## src/design/tw_params.svh

```systemverilog
// Register map, field positions and counts of the 8-bit waveform timer
`ifndef TW_PARAMS_SVH
`define TW_PARAMS_SVH
// Bus geometry
`define TW_ADDR_W      12
`define TW_DATA_W      32
// Register indices; byte address is four times the index
`define TW_IDX_FLAGS   8'h39
`define TW_IDX_MASK    8'h3a
`define TW_IDX_CTRL_A  8'h3b
`define TW_IDX_CTRL_B  8'h3c
`define TW_IDX_COUNT   8'h3d
`define TW_IDX_CMP_A   8'h3e
`define TW_IDX_CMP_B   8'h3f
// Control A fields
`define TW_CA_ACT_A    7:6
`define TW_CA_ACT_B    5:4
`define TW_CA_WML      1:0
// Control B fields
`define TW_CB_FORCE_A  7
`define TW_CB_FORCE_B  6
`define TW_CB_WMH      3
`define TW_CB_CS       2:0
// Counter values
`define TW_MAX         8'hff
`define TW_BOTTOM      8'h00
`define TW_ONE         8'h01
`define TW_RST8        8'h00
// Prescaler width and tap masks
`define TW_PRE_W       10
`define TW_PRE_ZERO    10'h000
`define TW_PRE_ONE     10'h001
`define TW_DIV8        10'h007
`define TW_DIV64       10'h03f
`define TW_DIV256      10'h0ff
`define TW_DIV1024     10'h3ff
// Output action codes
`define TW_ACT_OFF     2'b00
`define TW_ACT_TOG     2'b01
`define TW_ACT_CLR     2'b10
`define TW_ACT_SET     2'b11
`endif

```

## src/design/tw_pkg.sv

```systemverilog
// Types shared by the 8-bit waveform timer
package tw_pkg;
  // Waveform mode as formed from control B and control A bits
  typedef enum logic [2:0] {
    TW_WM_NORMAL  = 3'b000,
    TW_WM_PC_MAX  = 3'b001,
    TW_WM_CTC     = 3'b010,
    TW_WM_FAST_MX = 3'b011,
    TW_WM_RSV4    = 3'b100,
    TW_WM_PC_A    = 3'b101,
    TW_WM_RSV6    = 3'b110,
    TW_WM_FAST_A  = 3'b111
  } tw_wave_mode_t;
  // Count direction state
  typedef enum logic {
    TW_DIR_UP   = 1'b0,
    TW_DIR_DOWN = 1'b1
  } tw_dir_t;
  // One bit per timer event, laid out as in flag and mask registers
  typedef struct packed {
    logic match_b;
    logic ovf;
    logic match_a;
  } tw_evt_t;
endpackage

```

## src/design/tw_timer8.sv

```systemverilog
// 8-bit timer with two compare channels, waveform modes and APB registers
`timescale 1ns/1ps
`include "tw_params.svh"

module tw_timer8 (
  // Clock and reset
  input  wire logic           clk_sys,
  input  wire logic           rst_n,
  // APB slave
  input  wire logic           psel,
  input  wire logic           penable,
  input  wire logic           pwrite,
  input  wire logic [11:0]    paddr,
  input  wire logic [31:0]    pwdata,
  output logic      [31:0]    prdata,
  output logic                pready,
  output logic                pslverr,
  // Interrupt handshake with the core
  input  wire logic           global_irq_en,
  input  tw_pkg::tw_evt_t     vector_ack,
  output tw_pkg::tw_evt_t     irq_req,
  // Board pins
  input  wire logic           ext_count_pin,
  output logic                wave_out_a,
  output logic                wave_oe_a,
  output logic                wave_out_b,
  output logic                wave_oe_b
);

  // Software visible state
  logic [1:0]          out_action_a;     // Channel A action
  logic [1:0]          out_action_b;     // Channel B action
  logic [1:0]          wave_mode_low;    // Low mode bits
  logic                wave_mode_high;   // High mode bit
  logic [2:0]          clock_source_sel; // Clock select
  logic [7:0]          timer_count;      // Counter
  logic [7:0]          compare_value_a;  // Written compare A
  logic [7:0]          compare_value_b;  // Written compare B
  tw_pkg::tw_evt_t     timer_irq_flags;  // Sticky flags
  tw_pkg::tw_evt_t     timer_irq_mask;   // Enables
  // Internal state
  logic [7:0]          cmp_live_a;       // Compare A in use
  logic [7:0]          cmp_live_b;       // Compare B in use
  tw_pkg::tw_dir_t     dir;              // Count direction
  logic                block_match;      // Set by counter write
  logic [`TW_PRE_W-1:0] pre_cnt;         // Prescaler
  logic                pin_s1;           // Sync stage 1
  logic                pin_s2;           // Sync stage 2
  logic                pin_s3;           // Edge history

  // Address decode: aligned word at four times the index
  function automatic logic reg_hit(input logic [11:0] a, input logic [7:0] idx);
    reg_hit = (a[11:10] == 2'b00) && (a[9:2] == idx) && (a[1:0] == 2'b00);
  endfunction

  // Prescaler tap: true on the last cycle of each division
  function automatic logic pre_tap(input logic [`TW_PRE_W-1:0] c,
                                   input logic [`TW_PRE_W-1:0] m);
    pre_tap = ((c & m) == m);
  endfunction

  // Next waveform level for one channel
  function automatic logic wave_next(
    input logic       cur,
    input logic [1:0] act,
    input logic       fast,
    input logic       pc,
    input logic       tog_ok,
    input logic       hit,
    input logic       bottom,
    input logic       down
  );
    wave_next = cur;
    if (!fast && !pc) begin
      // Non-PWM actions on a match or forced match
      if (hit) begin
        unique case (act)
          `TW_ACT_OFF: wave_next = cur;
          `TW_ACT_TOG: wave_next = ~cur;
          `TW_ACT_CLR: wave_next = 1'b0;
          `TW_ACT_SET: wave_next = 1'b1;
        endcase
      end
    end else if (act[1]) begin
      // Bottom wins so a compare equal to TOP acts at BOTTOM
      if (fast && bottom) begin
        wave_next = ~act[0];
      end else if (hit) begin
        wave_next = (pc && down) ? ~act[0] : act[0];
      end
    end else if (act == `TW_ACT_TOG && tog_ok && hit) begin
      wave_next = ~cur;
    end
  endfunction

  // Mode decode
  tw_pkg::tw_wave_mode_t mode;
  logic mode_pc;
  logic mode_fast;
  logic top_is_a;
  logic [7:0] top_val;
  always_comb begin
    mode      = tw_pkg::tw_wave_mode_t'({wave_mode_high, wave_mode_low});
    mode_pc   = (mode == tw_pkg::TW_WM_PC_MAX) || (mode == tw_pkg::TW_WM_PC_A);
    mode_fast = (mode == tw_pkg::TW_WM_FAST_MX) || (mode == tw_pkg::TW_WM_FAST_A);
    // Reserved codes 4 and 6 behave as normal mode
    top_is_a  = (mode == tw_pkg::TW_WM_CTC) || (mode == tw_pkg::TW_WM_PC_A)
             || (mode == tw_pkg::TW_WM_FAST_A);
    top_val   = top_is_a ? cmp_live_a : `TW_MAX;
  end

  // Bus strobes
  logic wr_en;
  logic rd_sel;
  always_comb begin
    wr_en  = psel && penable && pready && pwrite;
    rd_sel = psel && !penable;
  end

  // Timer clock select
  logic tick;
  logic pin_rise;
  logic pin_fall;
  always_comb begin
    // Edge detect reads only the settled stages
    pin_rise = pin_s2 && !pin_s3;
    pin_fall = !pin_s2 && pin_s3;
    unique case (clock_source_sel)
      3'b000:  tick = 1'b0;
      3'b001:  tick = 1'b1;
      3'b010:  tick = pre_tap(pre_cnt, `TW_DIV8);
      3'b011:  tick = pre_tap(pre_cnt, `TW_DIV64);
      3'b100:  tick = pre_tap(pre_cnt, `TW_DIV256);
      3'b101:  tick = pre_tap(pre_cnt, `TW_DIV1024);
      3'b110:  tick = pin_fall;
      3'b111:  tick = pin_rise;
    endcase
  end

  // Count events
  logic at_top;
  logic hit_a;
  logic hit_b;
  logic wrap;
  logic ovf_set;
  always_comb begin
    at_top = (timer_count == top_val);
    // Matches are suppressed on the tick after a counter write
    hit_a  = tick && !block_match && (timer_count == cmp_live_a);
    hit_b  = tick && !block_match && (timer_count == cmp_live_b);
    wrap   = tick && !mode_pc && at_top;
    unique case (mode)
      tw_pkg::TW_WM_PC_MAX, tw_pkg::TW_WM_PC_A:
        ovf_set = tick && (dir == tw_pkg::TW_DIR_DOWN) && (timer_count == `TW_BOTTOM);
      tw_pkg::TW_WM_FAST_A:
        ovf_set = tick && at_top;
      default:
        ovf_set = tick && (timer_count == `TW_MAX);
    endcase
  end

  // Force strobes, honoured only outside PWM modes
  logic force_a;
  logic force_b;
  always_comb begin
    force_a = wr_en && reg_hit(paddr, `TW_IDX_CTRL_B) && pwdata[`TW_CB_FORCE_A]
              && !mode_pc && !mode_fast;
    force_b = wr_en && reg_hit(paddr, `TW_IDX_CTRL_B) && pwdata[`TW_CB_FORCE_B]
              && !mode_pc && !mode_fast;
  end

  // Prescaler runs freely; taps are shared by all divisions
  always_ff @(posedge clk_sys or negedge rst_n) begin
    if (!rst_n) begin
      pre_cnt <= `TW_PRE_ZERO;
    end else begin
      pre_cnt <= pre_cnt + `TW_PRE_ONE;
    end
  end

  // Pin synchroniser; the pin is sampled whatever drives it
  always_ff @(posedge clk_sys or negedge rst_n) begin
    if (!rst_n) begin
      pin_s1 <= 1'b0;
      pin_s2 <= 1'b0;
      pin_s3 <= 1'b0;
    end else begin
      pin_s1 <= ext_count_pin;
      pin_s2 <= pin_s1;
      pin_s3 <= pin_s2;
    end
  end

  // Control registers
  always_ff @(posedge clk_sys or negedge rst_n) begin
    if (!rst_n) begin
      out_action_a     <= `TW_ACT_OFF;
      out_action_b     <= `TW_ACT_OFF;
      wave_mode_low    <= 2'b00;
      wave_mode_high   <= 1'b0;
      clock_source_sel <= 3'b000;
      timer_irq_mask   <= '0;
    end else if (wr_en) begin
      if (reg_hit(paddr, `TW_IDX_CTRL_A)) begin
        out_action_a  <= pwdata[`TW_CA_ACT_A];
        out_action_b  <= pwdata[`TW_CA_ACT_B];
        wave_mode_low <= pwdata[`TW_CA_WML];
      end
      if (reg_hit(paddr, `TW_IDX_CTRL_B)) begin
        // Force bits are not stored
        wave_mode_high   <= pwdata[`TW_CB_WMH];
        clock_source_sel <= pwdata[`TW_CB_CS];
      end
      if (reg_hit(paddr, `TW_IDX_MASK)) begin
        timer_irq_mask <= tw_pkg::tw_evt_t'(pwdata[2:0]);
      end
    end
  end

  // Written compare values
  always_ff @(posedge clk_sys or negedge rst_n) begin
    if (!rst_n) begin
      compare_value_a <= `TW_RST8;
      compare_value_b <= `TW_RST8;
    end else if (wr_en) begin
      if (reg_hit(paddr, `TW_IDX_CMP_A)) begin
        compare_value_a <= pwdata[7:0];
      end
      if (reg_hit(paddr, `TW_IDX_CMP_B)) begin
        compare_value_b <= pwdata[7:0];
      end
    end
  end

  // Compare values in use: immediate, at TOP, or at BOTTOM
  always_ff @(posedge clk_sys or negedge rst_n) begin
    if (!rst_n) begin
      cmp_live_a <= `TW_RST8;
      cmp_live_b <= `TW_RST8;
    end else if (mode_pc) begin
      if (tick && at_top) begin
        cmp_live_a <= compare_value_a;
        cmp_live_b <= compare_value_b;
      end
    end else if (mode_fast) begin
      if (wrap) begin
        cmp_live_a <= compare_value_a;
        cmp_live_b <= compare_value_b;
      end
    end else begin
      // Follows the written value with one cycle of latency
      cmp_live_a <= compare_value_a;
      cmp_live_b <= compare_value_b;
    end
  end

  // Counter and direction; a bus write beats the tick
  always_ff @(posedge clk_sys or negedge rst_n) begin
    if (!rst_n) begin
      timer_count <= `TW_RST8;
      dir         <= tw_pkg::TW_DIR_UP;
    end else if (wr_en && reg_hit(paddr, `TW_IDX_COUNT)) begin
      timer_count <= pwdata[7:0];
    end else if (!mode_pc) begin
      dir <= tw_pkg::TW_DIR_UP;
      if (tick) begin
        // Forced matches never reach this clear
        timer_count <= at_top ? `TW_BOTTOM : timer_count + `TW_ONE;
      end
    end else if (tick) begin
      unique case (dir)
        tw_pkg::TW_DIR_UP: begin
          if (at_top) begin
            dir         <= tw_pkg::TW_DIR_DOWN;
            timer_count <= timer_count - `TW_ONE;
          end else begin
            timer_count <= timer_count + `TW_ONE;
          end
        end
        tw_pkg::TW_DIR_DOWN: begin
          if (timer_count == `TW_BOTTOM) begin
            dir         <= tw_pkg::TW_DIR_UP;
            timer_count <= timer_count + `TW_ONE;
          end else begin
            timer_count <= timer_count - `TW_ONE;
          end
        end
      endcase
    end
  end

  // Match suppression after a counter write lasts one timer tick
  always_ff @(posedge clk_sys or negedge rst_n) begin
    if (!rst_n) begin
      block_match <= 1'b0;
    end else if (wr_en && reg_hit(paddr, `TW_IDX_COUNT)) begin
      block_match <= 1'b1;
    end else if (tick) begin
      block_match <= 1'b0;
    end
  end

  // Sticky flags: a new event beats a clear in the same cycle
  tw_pkg::tw_evt_t flag_set;
  tw_pkg::tw_evt_t flag_clr;
  always_comb begin
    // Force strobes are left out of the set terms
    flag_set.match_a = hit_a;
    flag_set.match_b = hit_b;
    flag_set.ovf     = ovf_set;
    flag_clr = vector_ack;
    if (wr_en && reg_hit(paddr, `TW_IDX_FLAGS)) begin
      flag_clr = flag_clr | tw_pkg::tw_evt_t'(pwdata[2:0]);
    end
  end

  always_ff @(posedge clk_sys or negedge rst_n) begin
    if (!rst_n) begin
      timer_irq_flags <= '0;
    end else begin
      timer_irq_flags <= (timer_irq_flags & ~flag_clr) | flag_set;
    end
  end

  // Interrupt requests, registered so they come from flops
  always_ff @(posedge clk_sys or negedge rst_n) begin
    if (!rst_n) begin
      irq_req <= '0;
    end else begin
      irq_req <= timer_irq_flags & timer_irq_mask & {3{global_irq_en}};
    end
  end

  // Waveform outputs
  always_ff @(posedge clk_sys or negedge rst_n) begin
    if (!rst_n) begin
      wave_out_a <= 1'b0;
      wave_out_b <= 1'b0;
    end else begin
      // Non-PWM hits include the forced strobe
      wave_out_a <= wave_next(wave_out_a, out_action_a, mode_fast, mode_pc,
                              wave_mode_high, hit_a || force_a, wrap,
                              dir == tw_pkg::TW_DIR_DOWN);
      wave_out_b <= wave_next(wave_out_b, out_action_b, mode_fast, mode_pc,
                              1'b0, hit_b || force_b, wrap,
                              dir == tw_pkg::TW_DIR_DOWN);
    end
  end

  // Pin ownership; toggle code in PWM needs the high mode bit on A only
  always_ff @(posedge clk_sys or negedge rst_n) begin
    if (!rst_n) begin
      wave_oe_a <= 1'b0;
      wave_oe_b <= 1'b0;
    end else begin
      wave_oe_a <= (out_action_a != `TW_ACT_OFF)
                && !((mode_pc || mode_fast) && out_action_a == `TW_ACT_TOG
                     && !wave_mode_high);
      wave_oe_b <= (out_action_b != `TW_ACT_OFF)
                && !((mode_pc || mode_fast) && out_action_b == `TW_ACT_TOG);
    end
  end

  // APB answer: data and ready staged in the setup cycle, zero wait
  always_ff @(posedge clk_sys or negedge rst_n) begin
    if (!rst_n) begin
      prdata  <= '0;
      pready  <= 1'b0;
      pslverr <= 1'b0;
    end else begin
      pready  <= rd_sel;
      pslverr <= 1'b0;
      prdata  <= '0;
      if (rd_sel) begin
        if (reg_hit(paddr, `TW_IDX_FLAGS)) begin
          prdata[2:0] <= timer_irq_flags;
        end else if (reg_hit(paddr, `TW_IDX_MASK)) begin
          prdata[2:0] <= timer_irq_mask;
        end else if (reg_hit(paddr, `TW_IDX_CTRL_A)) begin
          prdata[7:0] <= {out_action_a, out_action_b, 2'b00, wave_mode_low};
        end else if (reg_hit(paddr, `TW_IDX_CTRL_B)) begin
          // Force and reserved bits read zero
          prdata[7:0] <= {4'h0, wave_mode_high, clock_source_sel};
        end else if (reg_hit(paddr, `TW_IDX_COUNT)) begin
          prdata[7:0] <= timer_count;
        end else if (reg_hit(paddr, `TW_IDX_CMP_A)) begin
          prdata[7:0] <= compare_value_a;
        end else if (reg_hit(paddr, `TW_IDX_CMP_B)) begin
          prdata[7:0] <= compare_value_b;
        end else begin
          // Unmapped address errors, writes there are dropped
          pslverr <= 1'b1;
        end
      end
    end
  end

endmodule

```

## config.mk

```make
export PLATFORM = sky130hd
export DESIGN_NAME = tw_timer8
export DESIGN_NICKNAME = d
export VERILOG_FILES = /design/src/design/tw_pkg.sv /design/src/design/tw_timer8.sv
export VERILOG_INCLUDE_DIRS = /design/src /design/src/design
export SDC_FILE = /design/constraint.sdc
export NUM_CORES = 1
export LEC_CHECK = 0
export BUFFER_PORTS_ARGS = -buffer_cell sky130_fd_sc_hd__buf_4
export CAP_MARGIN = 20
export CELL_PAD_IN_SITES_DETAIL_PLACEMENT = 0
export CELL_PAD_IN_SITES_GLOBAL_PLACEMENT = 1
export CORE_MARGIN = 2
export CORE_UTILIZATION = 30
export DETAILED_ROUTE_END_ITERATION = 8
export PLACE_DENSITY = 0.64
export SYNTH_ARGS = -nofsm -noshare
export SYNTH_HDL_FRONTEND = slang
export SYNTH_SLANG_ARGS = --single-unit
```

## constraint.sdc

```tcl
create_clock -name clk_sys -period 3.5 [get_ports clk_sys]
set_clock_uncertainty 0.2 [all_clocks]
set_input_delay 0.175 -clock clk_sys [delete_from_list [all_inputs] [get_ports clk_sys]]
set_output_delay 0.175 -clock clk_sys [all_outputs]
set_load 0.01 [all_outputs]
```

==> impl_metrics.json, run 1 <==
{
  "status": "complete, no violations",
  "dp_cells": 711,
  "gp_congestion": 0.886,
  "grt_overflow_total": 0,
  "slowest_stage": "dfrtp_1",
  "final_max_slew_viol_count": 0,
  "insertion_delay_ns": 0.34,
  "postRouteAntennaNets": 0,
  "cts_repair_resize_count": 0,
  "area_delta_synth_final_pct": 21.5,
  "cp_top_family": "simple AND/OR/NAND/NOR gates",
  "drive_gt1_share_pct": 23.4,
  "ys_ff_latch": 88,
  "die_area_um2": 16800,
  "worst-setup-path-type": "reg2reg",
  "fmax_mhz": 325,
  "yosysTopAreaCellShare_pct": 46.5,
  "slowest_delay_ns": 0.59,
  "post-route-min-period_ns": 3.08,
  "hold_path_depth": 3,
  "cp_num_buf_inv": 0,
  "dpl_worst_slack_ns": 0.494,
  "setup_violations": 0,
  "yosysTopAreaCell": "dfrtp_1",
  "cts_num_sinks": 88,
  "reg2regPathDepth": 8,
  "crit_arrival_ns": 3.10,
  "met1_length_um": 5950,
  "tritoncts": "done",
  "end_kind": "flop",
  "syn_inst": 463,
  "finalHoldViolCount": 0,
  "io_buffers": 46,
  "cts.clk_slew.worst_paths_ns": 0.06,
  "fin_crit_sh_pct": 87.9,
  "ys.flop_type": "dfrtp_1",
  "grt_usage_pct": 15.9,
  "finalNonFillerCells": 742,
  "rrSetupSlack_ns": 0.42,
  "cp-start-kind": "flop",
  "die_y_um": 130,
  "die_w_um": 130,
  "peakVddDrop_mv": 0.256,
  "coreArea_um2": 15300,
  "drtIter0Drc": 275,
  "start_util_pct": 30.9,
  "min_to": "prdata[6]$_DFF_PN0_",
  "grt_pass1_wl_um": 20500,
  "cts_post_setup_buffers_inserted": 0,
  "slew_headroom_pct": 37.5,
  "cts_root_buffer": "clkbuf_16",
  "leakagePower_nw": 2.67,
  "synth_warnings": 0,
  "synth_edf_count": 0,
  "cp.required_ns": 3.52,
  "r2r-start": "timer_count[0]$_DFFE_PN0P_",
  "diodes": 0,
  "worst_pin_slew_ns": 0.937,
  "cp_max_fo": 9,
  "hpwlAfterDp_um": 9360,
  "path_cells": "nor2b_1 > a2111o_1 > or4_1 > a211oi_2 > o21ai_1 > or4_1 > o221ai_1 > a21oi_1",
  "vias": 3715,
  "final.setup.worst_slack_ns": 0.422,
  "finalNetCount": 585,
  "cts_hold_buf": 15,
  "grt_max_degree": 75,
  "numCtsBuffers": 9,
  "wl_um": 12700,
  "rr_endpoint": "wave_out_a$_DFFE_PN0P_",
  "synth_area_per_cell_um2": 10.2,
  "highest_layer": "met4",
  "hold_path.startpoint": "paddr[2]",
  "clockBufferDepth": 2,
  "synthTopCellsByArea": "dfrtp_1 (46%), mux2_2 (9.0%), buf_4 (3.8%)",
  "crit_top_cell": "or4_1",
  "dr.pass1.iters": 4,
  "max-cap-violations": 0,
  "power_density_nw_per_um2": 380,
  "grt_antenna_before_repair": 0,
  "met3_length_um": 602,
  "met2_length_um": 5760,
  "ys_types": 58,
  "yosys-top-cells-count": "dfrtp_1 (88), mux2_2 (38), nand2_1 (36)",
  "avgRoutedWirePerCell_um": 17.1,
  "hold_path.class": "in2reg",
  "io_pins": 95,
  "setup_tns_ns": 0,
  "avgViaCountPerCell": 5.01,
  "row_count": 45,
  "htreeDepth": 3,
  "grt_pass1_vias": 3730,
  "syn_area_um2": 4740,
  "async_flop_share_pct": 100,
  "drc_errors": 0,
  "synth_seq_area_share_pct": 46.5,
  "rsz0062_at_grt": "no",
  "yosys.cell_count.top_type": "dfrtp_1"
}
-- state kept, by name, summed over array words and instances (netlist names), 2 cells and up --
signal / cells
clock_source_sel: 3
cmp_live_a: 8
cmp_live_b: 8
compare_value_a: 8
compare_value_b: 8
irq_req: 3
out_action_a: 2
out_action_b: 2
prdata: 8
pre_cnt: 10
timer_count: 8
timer_irq_flags: 3
timer_irq_mask: 3
wave_mode_low: 2
-- layout by cell type, fill, tap and decap left out, drive strengths merged, types with 10 or more instances in the layout --
| master | count |
|---|---|
| dfrtp | 88 |
| buf | 62 |
| mux2 | 48 |
| nand2 | 36 |
| nor2 | 27 |
| a21oi | 24 |
| conb | 24 |
| o21ai | 19 |
| xnor2 | 17 |
| and3 | 15 |
| dlygate4sd3 | 15 |
| nand3 | 14 |
| inv | 14 |
| nand2b | 11 |
| nor2b | 10 |
| clkbuf | 10 |
-- logic make-up after synthesis --
family	count (synthesis)	synth area share (%)
compound gates	83	11.4
xor+xnor	21	3.88
fa+ha+maj	5	1.32
buf+inv	60	6.81
flops	88	46.5
mux	54	13.5
other cells	1	0.0792
simple gates	151	16.6
-- cell type report --
cell class | instances | area [um2]
fillers | 1518 | 9560
flip-flops and latches | 88 | 2200
repair buffers | 77 | 616
clock buffers | 10 | 239
inverters | 12 | 45.0
multi-input cells | 338 | 2300
well taps | 211 | 264
clock inverters | 6 | 90.1
-- worst register-to-register path: stages, from the launching register on --
cell and delay [ns]:
dfrtp_1 0.59, nor2b_1 0.09, a2111o_1 0.34, or4_1 0.59
a211oi_2 0.35, o21ai_1 0.20, or4_1 0.42, o221ai_1 0.09
a21oi_1 0.09
-- stage by stage --
stage                     power (mW)  hold slack, ns  area [um2]  util (%)
final                           2.19          0.0343        5750      37.6
after floorplan                 1.09          -0.321        4820         -
after CTS                       2.21          0.0171        5750      37.6
after global placement          1.14          0.0872        5280      34.4
after detailed placement        1.14          0.0886        5280      34.4
after global routing            2.27          0.0716        5750      37.6
-- worst max path at each step --
stage / startpoint / end / cells past startpoint
2_1_floorplan: timer_count[7]$_DFFE_PN0P_ / cmp_live_a[0]$_DFFE_PN0P_ / 9
3_3_place_gp: timer_count[0]$_DFFE_PN0P_ / wave_out_a$_DFFE_PN0P_ / 8
3_5_place_dp: timer_count[3]$_DFFE_PN0P_ / wave_out_a$_DFFE_PN0P_ / 8
4_1_cts: timer_count[3]$_DFFE_PN0P_ / wave_out_a$_DFFE_PN0P_ / 8
5_1_grt: timer_count[3]$_DFFE_PN0P_ / timer_count[1]$_DFFE_PN0P_ / 8
6_report: timer_count[0]$_DFFE_PN0P_ / wave_out_a$_DFFE_PN0P_ / 8
-- routing by layer --
metal / track usage (%) / up-vias
met5: 0 / -
met4: 7.72 / 0
met3: 2.35 / 29
met2: 24.7 / 119
met1: 21.7 / 1834
li1: - / 1733
-- power breakdown --
part / internal (mW) / switching (mW) / total [mW]
Clock: 0.648 / 0.404 / 1.05
Sequential: 1.02 / 0.00223 / 1.02
Combinational: 0.0448 / 0.0672 / 0.112
Total: 1.71 / 0.473 / 2.19
Note: power is estimated with default switching activity, not from simulation.
==> run 2, diff against run 1 <==
--- a/config.mk
+++ b/config.mk
@@ -10,8 +10,9 @@
 export CAP_MARGIN = 20
 export CELL_PAD_IN_SITES_DETAIL_PLACEMENT = 0
 export CELL_PAD_IN_SITES_GLOBAL_PLACEMENT = 1
-export CORE_MARGIN = 2
+export CORE_MARGIN = 10
 export CORE_UTILIZATION = 30
+export CTS_CLUSTER_DIAMETER = 80
 export DETAILED_ROUTE_END_ITERATION = 8
 export PLACE_DENSITY = 0.64
 export SYNTH_ARGS = -nofsm -noshare
==> run 2 against run 1 <==
  * Sequential share of layout area decreased by 0.18 points
  * First-iteration DRC count decreased by 4.7%
  * Via count is 0.65% lower
  * Final cell count increased by 0.67%
  * Sequential cell count did not move
  * Non-clock buffer count increased by 5
  * Die area is 26% higher
  * Critical path type unchanged
  * Largest cell class unchanged
  * Highest routed layer unchanged
==> impl_metrics.json, run 2 (synthesis results as in run 1) <==
{
  "drc_errors": 0,
  "max-cap-violations": 0,
  "status": "complete, no violations",
  "cp_max_fo": 4,
  "clockBufferDepth": 2,
  "p_total_mw": 2.16,
  "tritoncts": "done",
  "io_pins": 95,
  "grt_max_degree": 65,
  "worst_pin_slew_ns": 0.892,
  "vias": 3691,
  "grt_overflow_total": 0,
  "avgViaCountPerCell": 4.94,
  "gp_congestion": 0.901,
  "rr_endpoint": "wave_out_a$_DFFE_PN0P_",
  "avgRoutedWirePerCell_um": 17.8,
  "die_w_um": 146,
  "coreArea_um2": 15300,
  "cp-start-kind": "flop",
  "diodes": 0,
  "crit_arrival_ns": 3.03,
  "post-route-min-period_ns": 3.01,
  "cp.required_ns": 3.52,
  "start_util_pct": 30.9,
  "leakagePower_nw": 2.68,
  "worst-setup-path-type": "reg2reg",
  "cts.clk_slew.worst_paths_ns": 0.06,
  "cts_post_setup_buffers_inserted": 0,
  "finalHoldViolCount": 0,
  "htreeDepth": 3,
  "end_kind": "flop",
  "wl_um": 13300,
  "fmax_mhz": 332,
  "slew_headroom_pct": 40.1,
  "finalNonFillerCells": 747,
  "grt_pass1_vias": 3809,
  "final_cell_mix": "dfrtp_1 (88), buf_4 (65), mux2_2 (38), nand2_1 (36), nor2_1 (27)",
  "setup_violations": 0,
  "numCtsBuffers": 9,
  "io_buffers": 46,
  "row_count": 45,
  "final_common_cell": "dfrtp_1",
  "grt_pass1_wl_um": 21400,
  "dp_cells": 714,
  "r2r-start": "cmp_live_a[7]$_DFFE_PN0P_",
  "insertion_delay_ns": 0.34,
  "regMostFlops": "pre_cnt",
  "hold_path.class": "in2reg",
  "die_y_um": 146,
  "peakVddDrop_mv": 0.212,
  "rrSetupSlack_ns": 0.49,
  "rsz0062_at_grt": "no",
  "finalNetCount": 590,
  "largest_register_ffs": 10,
  "postRouteAntennaNets": 0,
  "grt_antenna_before_repair": 0,
  "hpwlAfterDp_um": 10100,
  "crit_end": "wave_out_a$_DFFE_PN0P_",
  "hold_path.startpoint": "paddr[2]",
  "dr.pass1.iters": 4,
  "crit_start": "cmp_live_a[7]$_DFFE_PN0P_",
  "power_density_nw_per_um2": 374,
  "die_area_um2": 21200,
  "cts_root_buffer": "clkbuf_16",
  "final_max_slew_viol_count": 0,
  "reg2regPathDepth": 8,
  "setup_tns_ns": 0,
  "grt_usage_pct": 12.5,
  "cts_num_sinks": 88,
  "area_delta_synth_final_pct": 22.1,
  "fin_crit_sh_pct": 86.1,
  "drive_gt1_share_pct": 23.3,
  "drtIter0Drc": 262
}
-- run 2: changes by cell type in the layout (fill, tap and decap cells not counted) --
cell,delta
clkbuf_8,-1
clkinv_4,+1
buf_4,+3
clkbuf_1,+2
dlygate4sd3_1,+2
inv_6,-2
-- run 2: layer usage --
layer | part of all wire, % | routed length, um | global-route usage, %
met3 | 5.1 | 673 | 2.61
met5 | 0 | 0 | 0
met1 | 47 | 6300 | 16.8
met2 | 46 | 6100 | 19.6
met4 | 1.4 | 191 | 3.99
-- run 2: where the power goes --
part	internal [mW]	switching, mW	leakage (nW)
Clock	0.626	0.399	0.150
Sequential	1.02	0.00173	1.17
Combinational	0.0465	0.0688	1.36
Total	1.69	0.470	2.68
-- run 2: worst max-delay path: stages, from the launching register on --
cell	delay (ns)
dfrtp_1	0.39
nor2b_1	0.13
a2111o_1	0.43
or4_1	0.60
a211oi_2	0.34
o21ai_1	0.20
or4_1	0.43
o221ai_1	0.08
a21oi_1	0.09
-- run 2: worst min path at each step --
stage / cells after the start / slack, ns / endpoint
6_report: 3 / 0.03 / prdata[6]$_DFF_PN0_
5_1_grt: 3 / 0.05 / prdata[6]$_DFF_PN0_
2_1_floorplan: 0 / -0.32 / block_match$_DFFE_PN0P_
3_3_place_gp: 1 / 0.09 / pin_s1$_DFF_PN0_
3_5_place_dp: 1 / 0.09 / pin_s1$_DFF_PN0_
4_1_cts: 3 / 0.02 / prdata[6]$_DFF_PN0_
-- run 2: repair_timing --
item,CTS,global route
hold buffers,17,0
gates resized for setup,0,0
endpoints found under the hold margin,107,0
-- run 2: per-stage QoR --
stage / utilization, % / instance area (um2) / hold slack, ns / setup WS [ns]
3_3_place_gp: 34.6 / 5300 / 0.0875 / 0.517
2_1_floorplan: - / 4820 / -0.321 / 0.831
5_1_grt: 37.8 / 5780 / 0.0473 / 0.216
4_1_cts: 37.8 / 5780 / 0.0194 / 0.478
6_report: 37.8 / 5780 / 0.0300 / 0.486
3_5_place_dp: 34.6 / 5300 / 0.0894 / 0.489
-- run 2: final cells by class --
cell class	count	area (um2)
fillers	1548	9530
multi-input cells	338	2300
flip-flops and latches	88	2200
repair buffers	82	658
well taps	211	264
clock buffers	11	233
clock inverters	5	81.3
inverters	12	45.0
